--- src/ldgc_pkg.sv ---
// Package for the LED driver global configuration block
package ldgc_pkg;
  localparam int CMD_W = 5;
  localparam logic [4:0] CMD_LATCH = 5'h01;
  localparam logic [4:0] CMD_WRITE = 5'h04;
  localparam logic [4:0] CMD_READ = 5'h05;
  localparam logic [4:0] CMD_SOFT_RESET_CMD = 5'h0A;
  localparam logic [4:0] CMD_UNLOCK = 5'h0E;
  localparam int FRAME_W = 48;
  localparam logic [15:0] CFG1_RST = 16'h0060;
  localparam logic [15:0] CFG2_RST = 16'h0E00;
  localparam logic [15:0] CFG1_MASK = 16'h3FFF;
  localparam int GS_POS = 12;
  localparam int SP_POS = 10;
  localparam int SCAN_POS = 5;
  localparam int MULT_POS = 4;
  localparam int SHORT_POS = 11;
  localparam int CG_POS = 9;
  localparam int AG_POS = 6;
  localparam int STAG_POS = 3;
  localparam int STAG_UNIT_NS = 25;
  localparam int CLK_NS = 10;
  localparam int STAG_UNIT_CYC = (STAG_UNIT_NS + CLK_NS - 1) / CLK_NS;
  typedef struct packed {
    logic [16:0] cycle_len;
    logic [10:0] section_len;
    logic [9:0] sections;
    logic [5:0] scan_lines;
    logic gclk_mult_en;
  } ldgc_pwm_t;
  typedef struct packed {
    logic short_det_en;
    logic [1:0] global_gain_code;
    logic [2:0] adj_gain;
    logic [3:0] stagger_cyc;
  } ldgc_gain_t;
endpackage

--- src/ldgc_top.sv ---
// Global configuration registers, serial command port and derived PWM settings
// Summary of operation
// - Depth field selects 65536 to 8192 cycle
// - Section field selects 1024 to 128 clocks
// - Scan lines equal field plus one
// - Bit 4 enables grayscale clock multiplier
// - Bits 3..0 reserved, reset zero
// - First register resets to 0060
// - Bit B enables resistor short detection
// - Constant gain code 01 or 11; logic passes any 2-bit code through unchecked
// - Adjustable gain 100 to 200 percent
// - Stagger delays 25, 50, 75 ns, rounded up to 3, 6, 9 clocks (30, 60, 90 ns)
// - Second register resets to 0E00
// - Write needs prior unlock command
// - Write loads last 32 bits, MSB first
// - Read shifts 48 bits out MSB first
// - Soft reset keeps configuration registers
module ldgc_top (
  input wire logic clk,
  input wire logic rst,
  input wire logic serial_shift_clock,
  input wire logic latch_strobe,
  input wire logic serial_in,
  output logic serial_out,
  output logic [15:0] cfg1_out,
  output logic [15:0] cfg2_out,
  output ldgc_pkg::ldgc_pwm_t pwm_cfg,
  output ldgc_pkg::ldgc_gain_t gain_cfg,
  output logic soft_reset_cmd
);
  logic [1:0] sck_s_q, le_s_q, sdi_s_q;
  logic sck_prev_q, le_prev_q;
  logic [ldgc_pkg::FRAME_W-1:0] shift_q, shift_d;
  logic [ldgc_pkg::FRAME_W-1:0] out_q, out_d;
  logic [4:0] cnt_q, cnt_d;
  logic unlock_q, unlock_d;
  logic [15:0] cfg1_q, cfg1_d, cfg2_q, cfg2_d;
  logic sout_q, sout_d, soft_reset_cmd_q, soft_reset_cmd_d;
  ldgc_pkg::ldgc_pwm_t pwm_q, pwm_d;
  ldgc_pkg::ldgc_gain_t gain_q, gain_d;
  logic sck_rise, le_fall;

  // Two-flop synchronisers; only stage 2 is read by logic
  always_ff @(posedge clk) begin
    if (rst) begin
      sck_s_q <= 2'h0;
      le_s_q <= 2'h0;
      sdi_s_q <= 2'h0;
      sck_prev_q <= 1'b0;
      le_prev_q <= 1'b0;
    end else begin
      sck_s_q <= {sck_s_q[0], serial_shift_clock};
      le_s_q <= {le_s_q[0], latch_strobe};
      sdi_s_q <= {sdi_s_q[0], serial_in};
      sck_prev_q <= sck_s_q[1];
      le_prev_q <= le_s_q[1];
    end
  end

  assign sck_rise = sck_s_q[1] & ~sck_prev_q;
  assign le_fall = ~le_s_q[1] & le_prev_q;

  always_comb begin
    shift_d = shift_q;
    out_d = out_q;
    cnt_d = cnt_q;
    unlock_d = unlock_q;
    cfg1_d = cfg1_q;
    cfg2_d = cfg2_q;
    sout_d = sout_q;
    soft_reset_cmd_d = 1'b0;
    if (sck_rise) begin
      shift_d = {shift_q[ldgc_pkg::FRAME_W-2:0], sdi_s_q[1]};
      out_d = {out_q[ldgc_pkg::FRAME_W-2:0], 1'b0};
      sout_d = out_q[ldgc_pkg::FRAME_W-1];
      if (le_s_q[1] && cnt_q != 5'h1F) begin
        cnt_d = cnt_q + 5'h01;
      end
    end
    if (le_fall) begin
      cnt_d = 5'h00;
      case (cnt_q)
        ldgc_pkg::CMD_UNLOCK: unlock_d = 1'b1;
        ldgc_pkg::CMD_WRITE: begin
          if (unlock_q) begin
            // Upper 16 bits are ignored; low 32 hold both registers, first register in bits 31..16
            cfg1_d = shift_q[31:16] & ldgc_pkg::CFG1_MASK;
            cfg2_d = shift_q[15:0];
          end
          unlock_d = 1'b0;
        end
        ldgc_pkg::CMD_READ: begin
          out_d = {16'h0000, cfg1_q, cfg2_q};
          unlock_d = 1'b0;
        end
        ldgc_pkg::CMD_SOFT_RESET_CMD: begin
          soft_reset_cmd_d = 1'b1;
          unlock_d = 1'b0;
        end
        default: unlock_d = 1'b0;
      endcase
    end
  end

  always_ff @(posedge clk) begin
    if (rst) begin
      shift_q <= '0;
      out_q <= '0;
      cnt_q <= 5'h00;
      unlock_q <= 1'b0;
      cfg1_q <= ldgc_pkg::CFG1_RST;
      cfg2_q <= ldgc_pkg::CFG2_RST;
      sout_q <= 1'b0;
      soft_reset_cmd_q <= 1'b0;
    end else begin
      shift_q <= shift_d;
      out_q <= out_d;
      cnt_q <= cnt_d;
      unlock_q <= unlock_d;
      cfg1_q <= cfg1_d;
      cfg2_q <= cfg2_d;
      sout_q <= sout_d;
      soft_reset_cmd_q <= soft_reset_cmd_d;
    end
  end

  // Decoded settings; reserved bits deliberately unused
  always_comb begin
    logic [1:0] gs;
    logic [1:0] sp;
    logic [1:0] st;
    gs = cfg1_q[ldgc_pkg::GS_POS +: 2];
    sp = cfg1_q[ldgc_pkg::SP_POS +: 2];
    st = cfg2_q[ldgc_pkg::STAG_POS +: 2];
    pwm_d.cycle_len = 17'h10000 >> gs;
    pwm_d.section_len = 11'h400 >> sp;
    pwm_d.sections = 10'h040 >> gs << sp;
    pwm_d.scan_lines = {1'b0, cfg1_q[ldgc_pkg::SCAN_POS +: 5]} + 6'h01;
    pwm_d.gclk_mult_en = cfg1_q[ldgc_pkg::MULT_POS];
    gain_d.short_det_en = cfg2_q[ldgc_pkg::SHORT_POS];
    gain_d.global_gain_code = cfg2_q[ldgc_pkg::CG_POS +: 2];
    gain_d.adj_gain = cfg2_q[ldgc_pkg::AG_POS +: 3];
    gain_d.stagger_cyc = 4'(st * ldgc_pkg::STAG_UNIT_CYC);
  end

  always_ff @(posedge clk) begin
    if (rst) begin
      pwm_q <= '0;
      gain_q <= '0;
    end else begin
      pwm_q <= pwm_d;
      gain_q <= gain_d;
    end
  end

  assign serial_out = sout_q;
  assign cfg1_out = cfg1_q;
  assign cfg2_out = cfg2_q;
  assign pwm_cfg = pwm_q;
  assign gain_cfg = gain_q;
  assign soft_reset_cmd = soft_reset_cmd_q;

  // Reset is checked one edge on, so no history from before time zero is needed
  property p_reset_vals;
    @(posedge clk) rst |=> (cfg1_q == 16'h0060 && cfg2_q == 16'h0E00);
  endproperty
  a_reset_vals: assert property (p_reset_vals) else $error("reset values wrong");

  property p_locked_write;
    @(posedge clk) disable iff (rst) (le_fall && cnt_q == 5'h04 && !unlock_q) |=> $stable(cfg1_q) && $stable(cfg2_q);
  endproperty
  a_locked_write: assert property (p_locked_write) else $error("write without unlock");

  property p_write_load;
    @(posedge clk) disable iff (rst) (le_fall && cnt_q == 5'h04 && unlock_q) |=> cfg2_q == $past(shift_q[15:0]);
  endproperty
  a_write_load: assert property (p_write_load) else $error("write data not loaded");

  property p_write_load1;
    @(posedge clk) disable iff (rst) (le_fall && cnt_q == 5'h04 && unlock_q) |=> cfg1_q[13:0] == $past(shift_q[29:16]);
  endproperty
  a_write_load1: assert property (p_write_load1) else $error("first register not loaded");

  // Only a write may touch the registers; anything else leaves them alone
  property p_hold;
    @(posedge clk) disable iff (rst) !(le_fall && cnt_q == 5'h04) |=> $stable(cfg1_q) && $stable(cfg2_q);
  endproperty
  a_hold: assert property (p_hold) else $error("register changed without write");

  property p_cfg1_top;
    @(posedge clk) disable iff (rst) ##1 1'b1 |=> cfg1_q[15:14] == 2'h0;
  endproperty
  a_cfg1_top: assert property (p_cfg1_top) else $error("first register top bits set");

  property p_unlock_set;
    @(posedge clk) disable iff (rst) (le_fall && cnt_q == 5'h0E) |=> unlock_q;
  endproperty
  a_unlock_set: assert property (p_unlock_set) else $error("unlock not armed");

  property p_unlock_clr;
    @(posedge clk) disable iff (rst) (le_fall && cnt_q != 5'h0E) |=> !unlock_q;
  endproperty
  a_unlock_clr: assert property (p_unlock_clr) else $error("unlock not cleared");

  property p_cnt_clr;
    @(posedge clk) disable iff (rst) le_fall |=> cnt_q == 5'h00;
  endproperty
  a_cnt_clr: assert property (p_cnt_clr) else $error("edge count not cleared");

  property p_shift_in;
    @(posedge clk) disable iff (rst) sck_rise |=> shift_q[0] == $past(sdi_s_q[1]);
  endproperty
  a_shift_in: assert property (p_shift_in) else $error("serial bit not shifted in");

  property p_no_shift;
    @(posedge clk) disable iff (rst) !sck_rise |=> $stable(shift_q);
  endproperty
  a_no_shift: assert property (p_no_shift) else $error("shift without clock edge");

  property p_shift_out;
    @(posedge clk) disable iff (rst) sck_rise |=> serial_out == $past(out_q[ldgc_pkg::FRAME_W-1]);
  endproperty
  a_shift_out: assert property (p_shift_out) else $error("serial output not msb first");

  property p_soft_reset_cmd_cmd;
    @(posedge clk) disable iff (rst) (le_fall && cnt_q == 5'h0A) |=> soft_reset_cmd_q;
  endproperty
  a_soft_reset_cmd_cmd: assert property (p_soft_reset_cmd_cmd) else $error("soft reset not issued");

  property p_soft_reset_cmd_pulse;
    @(posedge clk) disable iff (rst) soft_reset_cmd_q |=> !soft_reset_cmd_q;
  endproperty
  a_soft_reset_cmd_pulse: assert property (p_soft_reset_cmd_pulse) else $error("soft reset pulse too long");

  property p_soft_reset_cmd_keep;
    @(posedge clk) disable iff (rst) soft_reset_cmd_q |-> $stable(cfg1_q) && $stable(cfg2_q);
  endproperty
  a_soft_reset_cmd_keep: assert property (p_soft_reset_cmd_keep) else $error("soft reset altered config");

  // Decoded settings trail the registers by exactly one clock
  property p_cycle;
    @(posedge clk) disable iff (rst) ##1 1'b1 |=> pwm_cfg.cycle_len == (17'h10000 >> $past(cfg1_q[13:12]));
  endproperty
  a_cycle: assert property (p_cycle) else $error("cycle length wrong");

  property p_section;
    @(posedge clk) disable iff (rst) ##1 1'b1 |=> pwm_cfg.section_len == (11'h400 >> $past(cfg1_q[11:10]));
  endproperty
  a_section: assert property (p_section) else $error("section length wrong");

  // Sections times section length must rebuild the whole cycle
  property p_sections;
    @(posedge clk) disable iff (rst) ##1 1'b1 |=> (pwm_cfg.sections * pwm_cfg.section_len) == pwm_cfg.cycle_len;
  endproperty
  a_sections: assert property (p_sections) else $error("section count wrong");

  property p_scan;
    @(posedge clk) disable iff (rst) ##1 1'b1 |=> pwm_cfg.scan_lines == $past(cfg1_q[9:5]) + 6'h01;
  endproperty
  a_scan: assert property (p_scan) else $error("scan lines wrong");

  property p_read_first;
    @(posedge clk) disable iff (rst) (le_fall && cnt_q == 5'h05) |=> out_q == {16'h0000, $past(cfg1_q), $past(cfg2_q)};
  endproperty
  a_read_first: assert property (p_read_first) else $error("read frame not loaded");

  property p_mult;
    @(posedge clk) disable iff (rst) ##1 1'b1 |=> pwm_cfg.gclk_mult_en == $past(cfg1_q[4]) && gain_cfg.short_det_en == $past(cfg2_q[11]);
  endproperty
  a_mult: assert property (p_mult) else $error("multiplier or short enable wrong");

  property p_gain_code;
    @(posedge clk) disable iff (rst) ##1 1'b1 |=> gain_cfg.global_gain_code == $past(cfg2_q[10:9]);
  endproperty
  a_gain_code: assert property (p_gain_code) else $error("constant gain code wrong");

  property p_adj_gain;
    @(posedge clk) disable iff (rst) ##1 1'b1 |=> gain_cfg.adj_gain == $past(cfg2_q[8:6]);
  endproperty
  a_adj_gain: assert property (p_adj_gain) else $error("adjustable gain wrong");

  // Stagger rounds up to whole clocks, so it never undershoots the delay
  property p_stagger;
    @(posedge clk) disable iff (rst) ##1 1'b1 |=> gain_cfg.stagger_cyc == 4'($past(cfg2_q[4:3]) * ldgc_pkg::STAG_UNIT_CYC);
  endproperty
  a_stagger: assert property (p_stagger) else $error("stagger delay wrong");
endmodule // ldgc_top

--- config.mk ---
export PLATFORM = sky130hd
export DESIGN_NAME = ldgc_top
export DESIGN_NICKNAME = d
export VERILOG_FILES = /design/src/ldgc_pkg.sv /design/src/ldgc_top.sv
export SDC_FILE = /design/constraint.sdc
export NUM_CORES = 1
export LEC_CHECK = 0
export BUFFER_PORTS_ARGS = -buffer_cell sky130_fd_sc_hd__buf_4
export CAP_MARGIN = 25
export CORE_MARGIN = 2
export CORE_UTILIZATION = 41
export DETAILED_ROUTE_END_ITERATION = 10
export SLEW_MARGIN = 25
export SYNTH_ARGS = -nofsm -noshare
export SYNTH_HDL_FRONTEND = slang
export SYNTH_SLANG_ARGS = --single-unit
--- constraint.sdc ---
create_clock -name clk -period 2.6 [get_ports clk]
set_clock_uncertainty 0.15 [all_clocks]
set_input_delay 0.52 -clock clk [delete_from_list [all_inputs] [get_ports clk]]
set_output_delay 0.52 -clock clk [all_outputs]
set_load 0.01 [all_outputs]
# After elaboration in Yosys (flattened, before gate mapping)
# Index checks and enable logic that the tools add are counted.
[classes]
reduce_logical = 5
n_div = 0
n_bitwise = 5
n_shift = 4
order_cmp = 0
n_eq_ne = 5
mux = 5
add_sub_neg = 2
multipliers = 1
[op_table]
columns = ["op", "count"]
rows = [
  ["$mux 48", 3],
  ["$shr 17x2->17 const A", 1],
  ["$shr 11x2->11 const A", 1],
  ["$eq 5x3->1 const B", 2],
  ["$eq 5x4->1 const B", 2],
  ["$shl 10x2->10", 1],
  ["$shr 7x2->10 const A", 1],
  ["$add 5x1->6 const B", 1],
  ["$add 5x1->5 const B", 1],
  ["$ne 5x5->1 const B", 1],
  ["$mul 2x2->4 const B", 1],
  ["$reduce_or 2->1", 2],
  ["$not 1->1", 3],
  ["$reduce_and 3->1", 1],
  ["$and 1x1->1", 2],
  ["$mux 1", 2],
  ["$reduce_and 2->1", 1],
  ["$logic_and 1x1->1", 1],
]
[word_totals]
register_bits = 179
out_inout_bits = 89
mem_bits_ro = 0
wordCells = 49
mem_count = 0
mem_bits_rw = 0
latch_bits = 0

# Depth between registers and ports, before layout
# Gate-level depths: netlist of the first run.
[logic_depth]
word_depth = 5
mapped_depth = 7
mapped_depth_nobuf = 6

# Worst setup path after synthesis of the first run
# No wires, ideal clock.
[synth_timing]
path_kind = "reg-to-reg"
start = "reg cnt_q[0]"
end = "reg cnt_q[1]"
path_stages_with_launch = 8
synth_period_minus_slack_ns = 1.886
setup_slack_ns = 0.714
arrival_time_ns = 1.620
cell_sequence = "dfxtp_1 > ha_1 > and3_1 > ha_1 > nor4bb_1 > clkbuf_1 > mux2i_1 > nor2_1"
[synth_between]
elab_chain_cells = 3
elab_cells_between_ends = 4
cone_classes = "add/sub (1); eq/ne (1); reduce/logical (2)"
[synth_lines]
columns = ["element", "line", "source"]
rows = [
  ["start: declaration", "ldgc_top.sv:35", "logic [4:0] cnt_q, cnt_d;"],
  ["start signal: assignment", "ldgc_top.sv:118", "cnt_q <= cnt_d;"],
  ["parallel branches: the longest is 3 deep, another holds $add 5x1->5", "-", ""],
]
# Parallel ways; which one is timed is not known.
# A chain may end at the register's enable or synchronous reset.

# Final worst setup path of the first run
[layout_timing]
start = "reg cfg1_q[13], in the netlist cfg1_out[13]"
end = "out cfg1_out[13]"
[layout_lines]
columns = ["element", "line", "source"]
rows = [
  ["start: declaration", "ldgc_top.sv:37", "logic [15:0] cfg1_q, cfg1_d, cfg2_q, cfg2_d;"],
  ["start signal: assignment", "ldgc_top.sv:111", "cfg1_q <= ldgc_pkg::CFG1_RST;"],
  ["start signal: assignment", "ldgc_top.sv:120", "cfg1_q <= cfg1_d;"],
  ["end: declaration", "ldgc_top.sv:25", "output logic [15:0] cfg1_out,"],
]
# No word-level cell between the ends.

==> flow_summary.yaml, run 1 <==
global_routing:
  overflow: 0
  grt.total_usage: 0.1671
  grt_pass1_vias: 4375
  grt_pass1_wl_mm: 21.46
  grt_max_degree: 83
  antenna_found_initial: 0
clock_tree:
  clock_path_buffers: 2
  tritoncts: "yes"
  worst_skew_pair.late_latency_ps: 420
  htree_levels: 4
  post_cts_resized: 0
  cts-root-buf: "clkbuf_16"
  postCtsSetupRepairBufs: 0
  clkTransAtPathRegs_ps: 60
  clock-sinks: 156
  cts_buffers: 17
  postCtsHoldBufs: 0
finish:
  final_common_cell: "nand2_1"
  mostFrequentLayoutCells: "nand2_1 (196), dfxtp_1 (156), buf_4 (80)"
  drive_gt1_frac: 0.1732
  postLayoutCellArea_mm2: 0.007297
  diodes: 0
  final_nets: 745
  synthToLayoutAreaGrowth_pct: 19.29
route:
  via_count: 4623
  first_iter_violations: 311
  vias_per_cell: 4.976
  remaining_drc_errors: 0
  wirelength_mm: 12.88
  firstDrtPassIters: 5
  wl_per_cell_um: 13.86
  ant_nets: 0
run:
  drv_cap: 0
timing:
  fin_ws_ps: 633.5
  min_period_ps: 1966
  min_period_over_period: 0.7563
  slew_viol_final: 0
  whs_ps: 162.1
  tightestPinTransition_ps: 583.9
  grt_setup_unrepaired: "false"
  slew_headroom: 0.6107
  setup_tns_ps: 0
  setup_viol: 0
  fmaxAchievable_mhz: 508.5
  hold_viol_final: 0
critical_path:
  timing.rr.start: "cnt_q[4]$_SDFFE_PP0P_"
  slowest_delay_ps: 660
  reg2regPathDepth: 4
  cp-endpoint: "cfg1_out[13]"
  crit_chain: "buf_4"
  cp_max_fo: 15
  path_depth: 1
  cp-startpoint: "cfg1_out[13]$_SDFFE_PP0P_"
  cpLargestDelayFamily: "flip-flops"
  rrSetupSlack_ps: 670
  cp_data_required_time_ps: 1930
  cp.arrival_ps: 1300
  cp_slowest_cell: "dfxtp_1"
  reg2reg_to: "out_q[19]$_SDFF_PP0_"
  critPathKind: "register to output pin"
  critPathBufInv: 1
  cp-start-kind: "register"
  end_kind: "output pin"
power:
  leakage_nw: 2.714
  peakVddDrop_mv: 0.4672
  power_density_mw_per_mm2: 743.7
  power_mw: 5.427
logic_synthesis:
  synth-edff-count: 0
  async_flop_share: 0
  synth_cells: 693
  ys_warn_count: 0
  postSynthAreaPerCell_um2: 8.827
  synth-seq-cells: 156
  synthesis.area_mm2: 0.006117
  synth_cell_type_count: 38
  synthFlopType: "dfxtp_1"
  seq_area_frac_synth: 0.5105
placement:
  dp_hpwl_mm: 8.222
  gp_congestion: 0.8075
  portBuffers: 68
  postPlaceCellArea_mm2: 0.006604
  pre_cts_slack_ps: 666.6
worst_hold_path:
  hold_class: "input port to register"
  hp-start: "latch_strobe"
status:
  outcome: "finished clean"
floorplanning:
  die_h_um: 126.1
  io_pins: 94
  initial_core_util: 0.4209
  die_w_um: 126.1
  num_rows: 44
  core_area_mm2: 0.01453
  die-area_mm2: 0.01591
-- state kept, by name, indices dropped and copies added, names as in the netlist, 2 cells and up --
signal / cells
cnt_q: 5
sdi_s_q: 2
gain_cfg: 10
pwm_cfg: 22
shift_q: 30
le_s_q: 2
cfg2_out: 16
sck_s_q: 2
out_q: 48
cfg1_out: 14
-- through the flow --
| stage | utilization | cells |
|---|---|---|
| floorplan | - | 717 |
| global placement | 0.4544 | 897 |
| detailed placement | 0.4544 | 897 |
| CTS | 0.5021 | 929 |
| global route | 0.5021 | 929 |
| finish | 0.5021 | 929 |
-- final cells by class --
type	instances	area, µm²
flip-flops and latches	156	3123
clock buffers	22	484.2
inverters	5	18.77
multi-input cells	468	2551
clock inverters	10	209.0
fillers	1392	7237
well taps	184	230.2
repair buffers	84	680.7
-- power breakdown --
| part | leakage, nW | internal (mW) | switching, mW |
|---|---|---|---|
| registers | 1.26 | 2.40 | 0.00529 |
| clock network | 0.333 | 1.90 | 0.961 |
| logic | 1.12 | 0.0442 | 0.112 |
| total | 2.71 | 4.35 | 1.08 |
-- cells in the mapped netlist (all sizes together), types with 2 or more instances --
cell,n,share of area
nand2,196,0.12
dfxtp,156,0.51
buf,68,0.074
a21oi,51,0.042
a31oi,30,0.031
mux2i,28,0.046
o31ai,28,0.034
nor2b,27,0.029
nor2,22,0.013
clkbuf,20,0.012
ha,8,0.016
mux2,7,0.013
nor3,7,0.0057
nand3,6,0.0049
and3,5,0.0051
inv,5,0.0031
nor3b,4,0.0057
xor2,4,0.0057
nand3b,3,0.0037
nand2b,2,0.0020
nand4b,2,0.0029
nor4b,2,0.0029
xnor2,2,0.0029
-- routing by layer --
layer  share of wire  global-route usage  up-vias
li1                -                   -     2333
met5               0                   0        -
met1            0.46              0.2092     2166
met4           0.024             0.07692        0
met3           0.038             0.04078       22
met2            0.47              0.2723      102
-- cell families (layout without fill, tap and decap cells) --
family / after synthesis / in the layout / share of synthesized area
AOI/OAI and AO/OA: 113 / 113 / 0.1137
xor gates and xnor gates: 6 / 6 / 0.008591
adders and majority gates: 8 / 8 / 0.01636
buffers and inverters: 93 / 121 / 0.08897
DFF: 156 / 156 / 0.5105
muxes: 35 / 35 / 0.05870
other: 1 / 25 / 0.0006130
and+or+nand+nor: 281 / 281 / 0.2025
-- worst min-delay path by stage --
stage | end | slack [ps] | cells after the start
3_3_place_gp | sdi_s_q[1]$_SDFF_PP0_ | 280 | 1
5_1_grt | le_s_q[0]$_SDFF_PP0_ | 160 | 2
2_1_floorplan | le_s_q[1]$_SDFF_PP0_ | 260 | 1
4_1_cts | le_s_q[0]$_SDFF_PP0_ | 150 | 2
6_report | le_s_q[0]$_SDFF_PP0_ | 160 | 2
3_5_place_dp | shift_q[0]$_SDFFE_PP0P_ | 290 | 2
Power figures use the tool's default switching activity.
==> inputs of run 2 (changes only) <==
==> constraint.sdc (replaced) <==
create_clock -name clk -period 2 [get_ports clk]
set_clock_uncertainty 0.15 [all_clocks]
set_input_delay 0.4 -clock clk [delete_from_list [all_inputs] [get_ports clk]]
set_output_delay 0.4 -clock clk [all_outputs]
set_load 0.01 [all_outputs]
==> flow_summary.yaml, run 2 (synthesis results as in run 1) <==
clock_tree:
  tritoncts: "yes"
  clkTransAtPathRegs_ps: 60
  htree_levels: 4
  cts_buffers: 17
  postCtsHoldBufs: 0
  clock-sinks: 156
  clock_path_buffers: 2
  cts-root-buf: "clkbuf_16"
  worst_skew_pair.late_latency_ps: 420
floorplanning:
  initial_core_util: 0.4209
  die_h_um: 126.1
  core_area_mm2: 0.01453
  io_pins: 94
  num_rows: 44
  die_w_um: 126.1
  die-area_mm2: 0.01591
timing:
  grt_setup_unrepaired: "false"
  slew_viol_final: 0
  fmaxAchievable_mhz: 527.8
  slew_headroom: 0.6610
  setup_viol: 0
  min_period_ps: 1895
  fin_ws_ps: 105.2
  hold_viol_final: 0
  setup_tns_ps: 0
  tightestPinTransition_ps: 507.8
  min_period_over_period: 0.9474
critical_path:
  critPathKind: "register to register"
  cp-startpoint: "cnt_q[0]$_SDFFE_PP0P_"
  cp_data_required_time_ps: 2160
  end_kind: "register"
  cp-start-kind: "register"
  timing.rr.start: "cnt_q[0]$_SDFFE_PP0P_"
  cp_max_fo: 6
  reg2regPathDepth: 7
  cp.arrival_ps: 2050
finish:
  final_common_cell: "nand2_1"
  top_register: "out_q"
  drive_gt1_frac: 0.1881
  synthToLayoutAreaGrowth_pct: 18.57
  largest_reg_flops: 48
  mostFrequentLayoutCells: "nand2_1 (196), dfxtp_1 (154), buf_4 (94)"
  postLayoutCellArea_mm2: 0.007253
  utilization: 0.4991
  diodes: 0
  final_nets: 756
power:
  power_density_mw_per_mm2: 906.7
  peakVddDrop_mv: 0.5677
  leakage_nw: 2.697
route:
  wl_per_cell_um: 13.77
  remaining_drc_errors: 0
  vias_per_cell: 4.981
  ant_nets: 0
  first_iter_violations: 287
  firstDrtPassIters: 5
  via_count: 4677
  wirelength_mm: 12.93
placement:
  dp_hpwl_mm: 8.382
  gp_congestion: 0.7556
  portBuffers: 68
  postPlaceCellArea_mm2: 0.006641
  pre_cts_slack_ps: 106.9
worst_hold_path:
  hold_class: "input port to register"
  hp-start: "serial_shift_clock"
  whs_path_depth: 2
global_routing:
  grt_max_degree: 49
  grt_pass1_wl_mm: 21.70
  grt_pass1_vias: 4363
  grt.total_usage: 0.1681
  overflow: 0
  antenna_found_initial: 0
run:
  drv_cap: 0
status:
  outcome: "finished clean"
==> run 2: cell types whose count changed in the layout (fill, tap and decap cells not counted), moves of 2 or more <==
| cell | previous run | this run |
|---|---|---|
| buf_4 | 80 | 94 |
| dfxtp_1 | 156 | 154 |
| clkinv_2 | 1 | 3 |
| buf_12 | 4 | 1 |
| clkbuf_8 | 4 | 1 |
| bufinv_16 | 6 | 3 |
==> run 2: repair_timing <==
item                                    in CTS  in global routing
setup buffers                                0                  1
resized for setup                            0                  5
endpoints found under the setup margin       0                  1
==> run 2: area by class of cell <==
class	count	area, µm²
fillers	1392	7281
flip-flops and latches	156	3128
multi-input cells	468	2559
repair buffers	95	725.7
clock buffers	20	446.7
well taps	184	230.2
clock inverters	11	145.1
inverters	5	18.77
==> run 2: layer usage <==
layer | part of all wire | GRT usage | routed length [µm]
met4 | 0.014 | 0.05882 | 187
met2 | 0.46 | 0.2641 | 5985
met1 | 0.48 | 0.2229 | 6169
met5 | 0 | 0 | 0
met3 | 0.046 | 0.04673 | 589
==> run 2: through the flow <==
| step | power [mW] | cells | hold slack, ps |
|---|---|---|---|
| floorplan | 3.378 | 717 | 263.8 |
| global placement | 3.398 | 907 | 286.3 |
| detailed placement | 3.402 | 907 | 294.8 |
| CTS | 6.638 | 938 | 35.95 |
| global route | 6.780 | 939 | 44.01 |
| finish | 6.576 | 939 | 46.12 |
==> run 2: worst max-delay path, cell delays in order (launching register included) <==
cell and delay, ps:
dfxtp_4 360, ha_2 190, and3_4 180, ha_1 170
nor4bb_1 270, buf_4 210, mux2i_1 200, nor2_1 60
==> run 2: where the power goes <==
part / switching, mW / internal (mW)
Clock: 1.26 / 1.98
Sequential: 0.00651 / 3.12
Combinational: 0.147 / 0.0570
==> run 2: worst paths after layout <==
check	endpoint	slack (ps)
max	cnt_q[4]$_SDFFE_PP0P_	110
min reg2reg	out_q[40]$_SDFF_PP0_	300
max reg2reg	cnt_q[4]$_SDFFE_PP0P_	110
min	sck_s_q[0]$_SDFF_PP0_	50
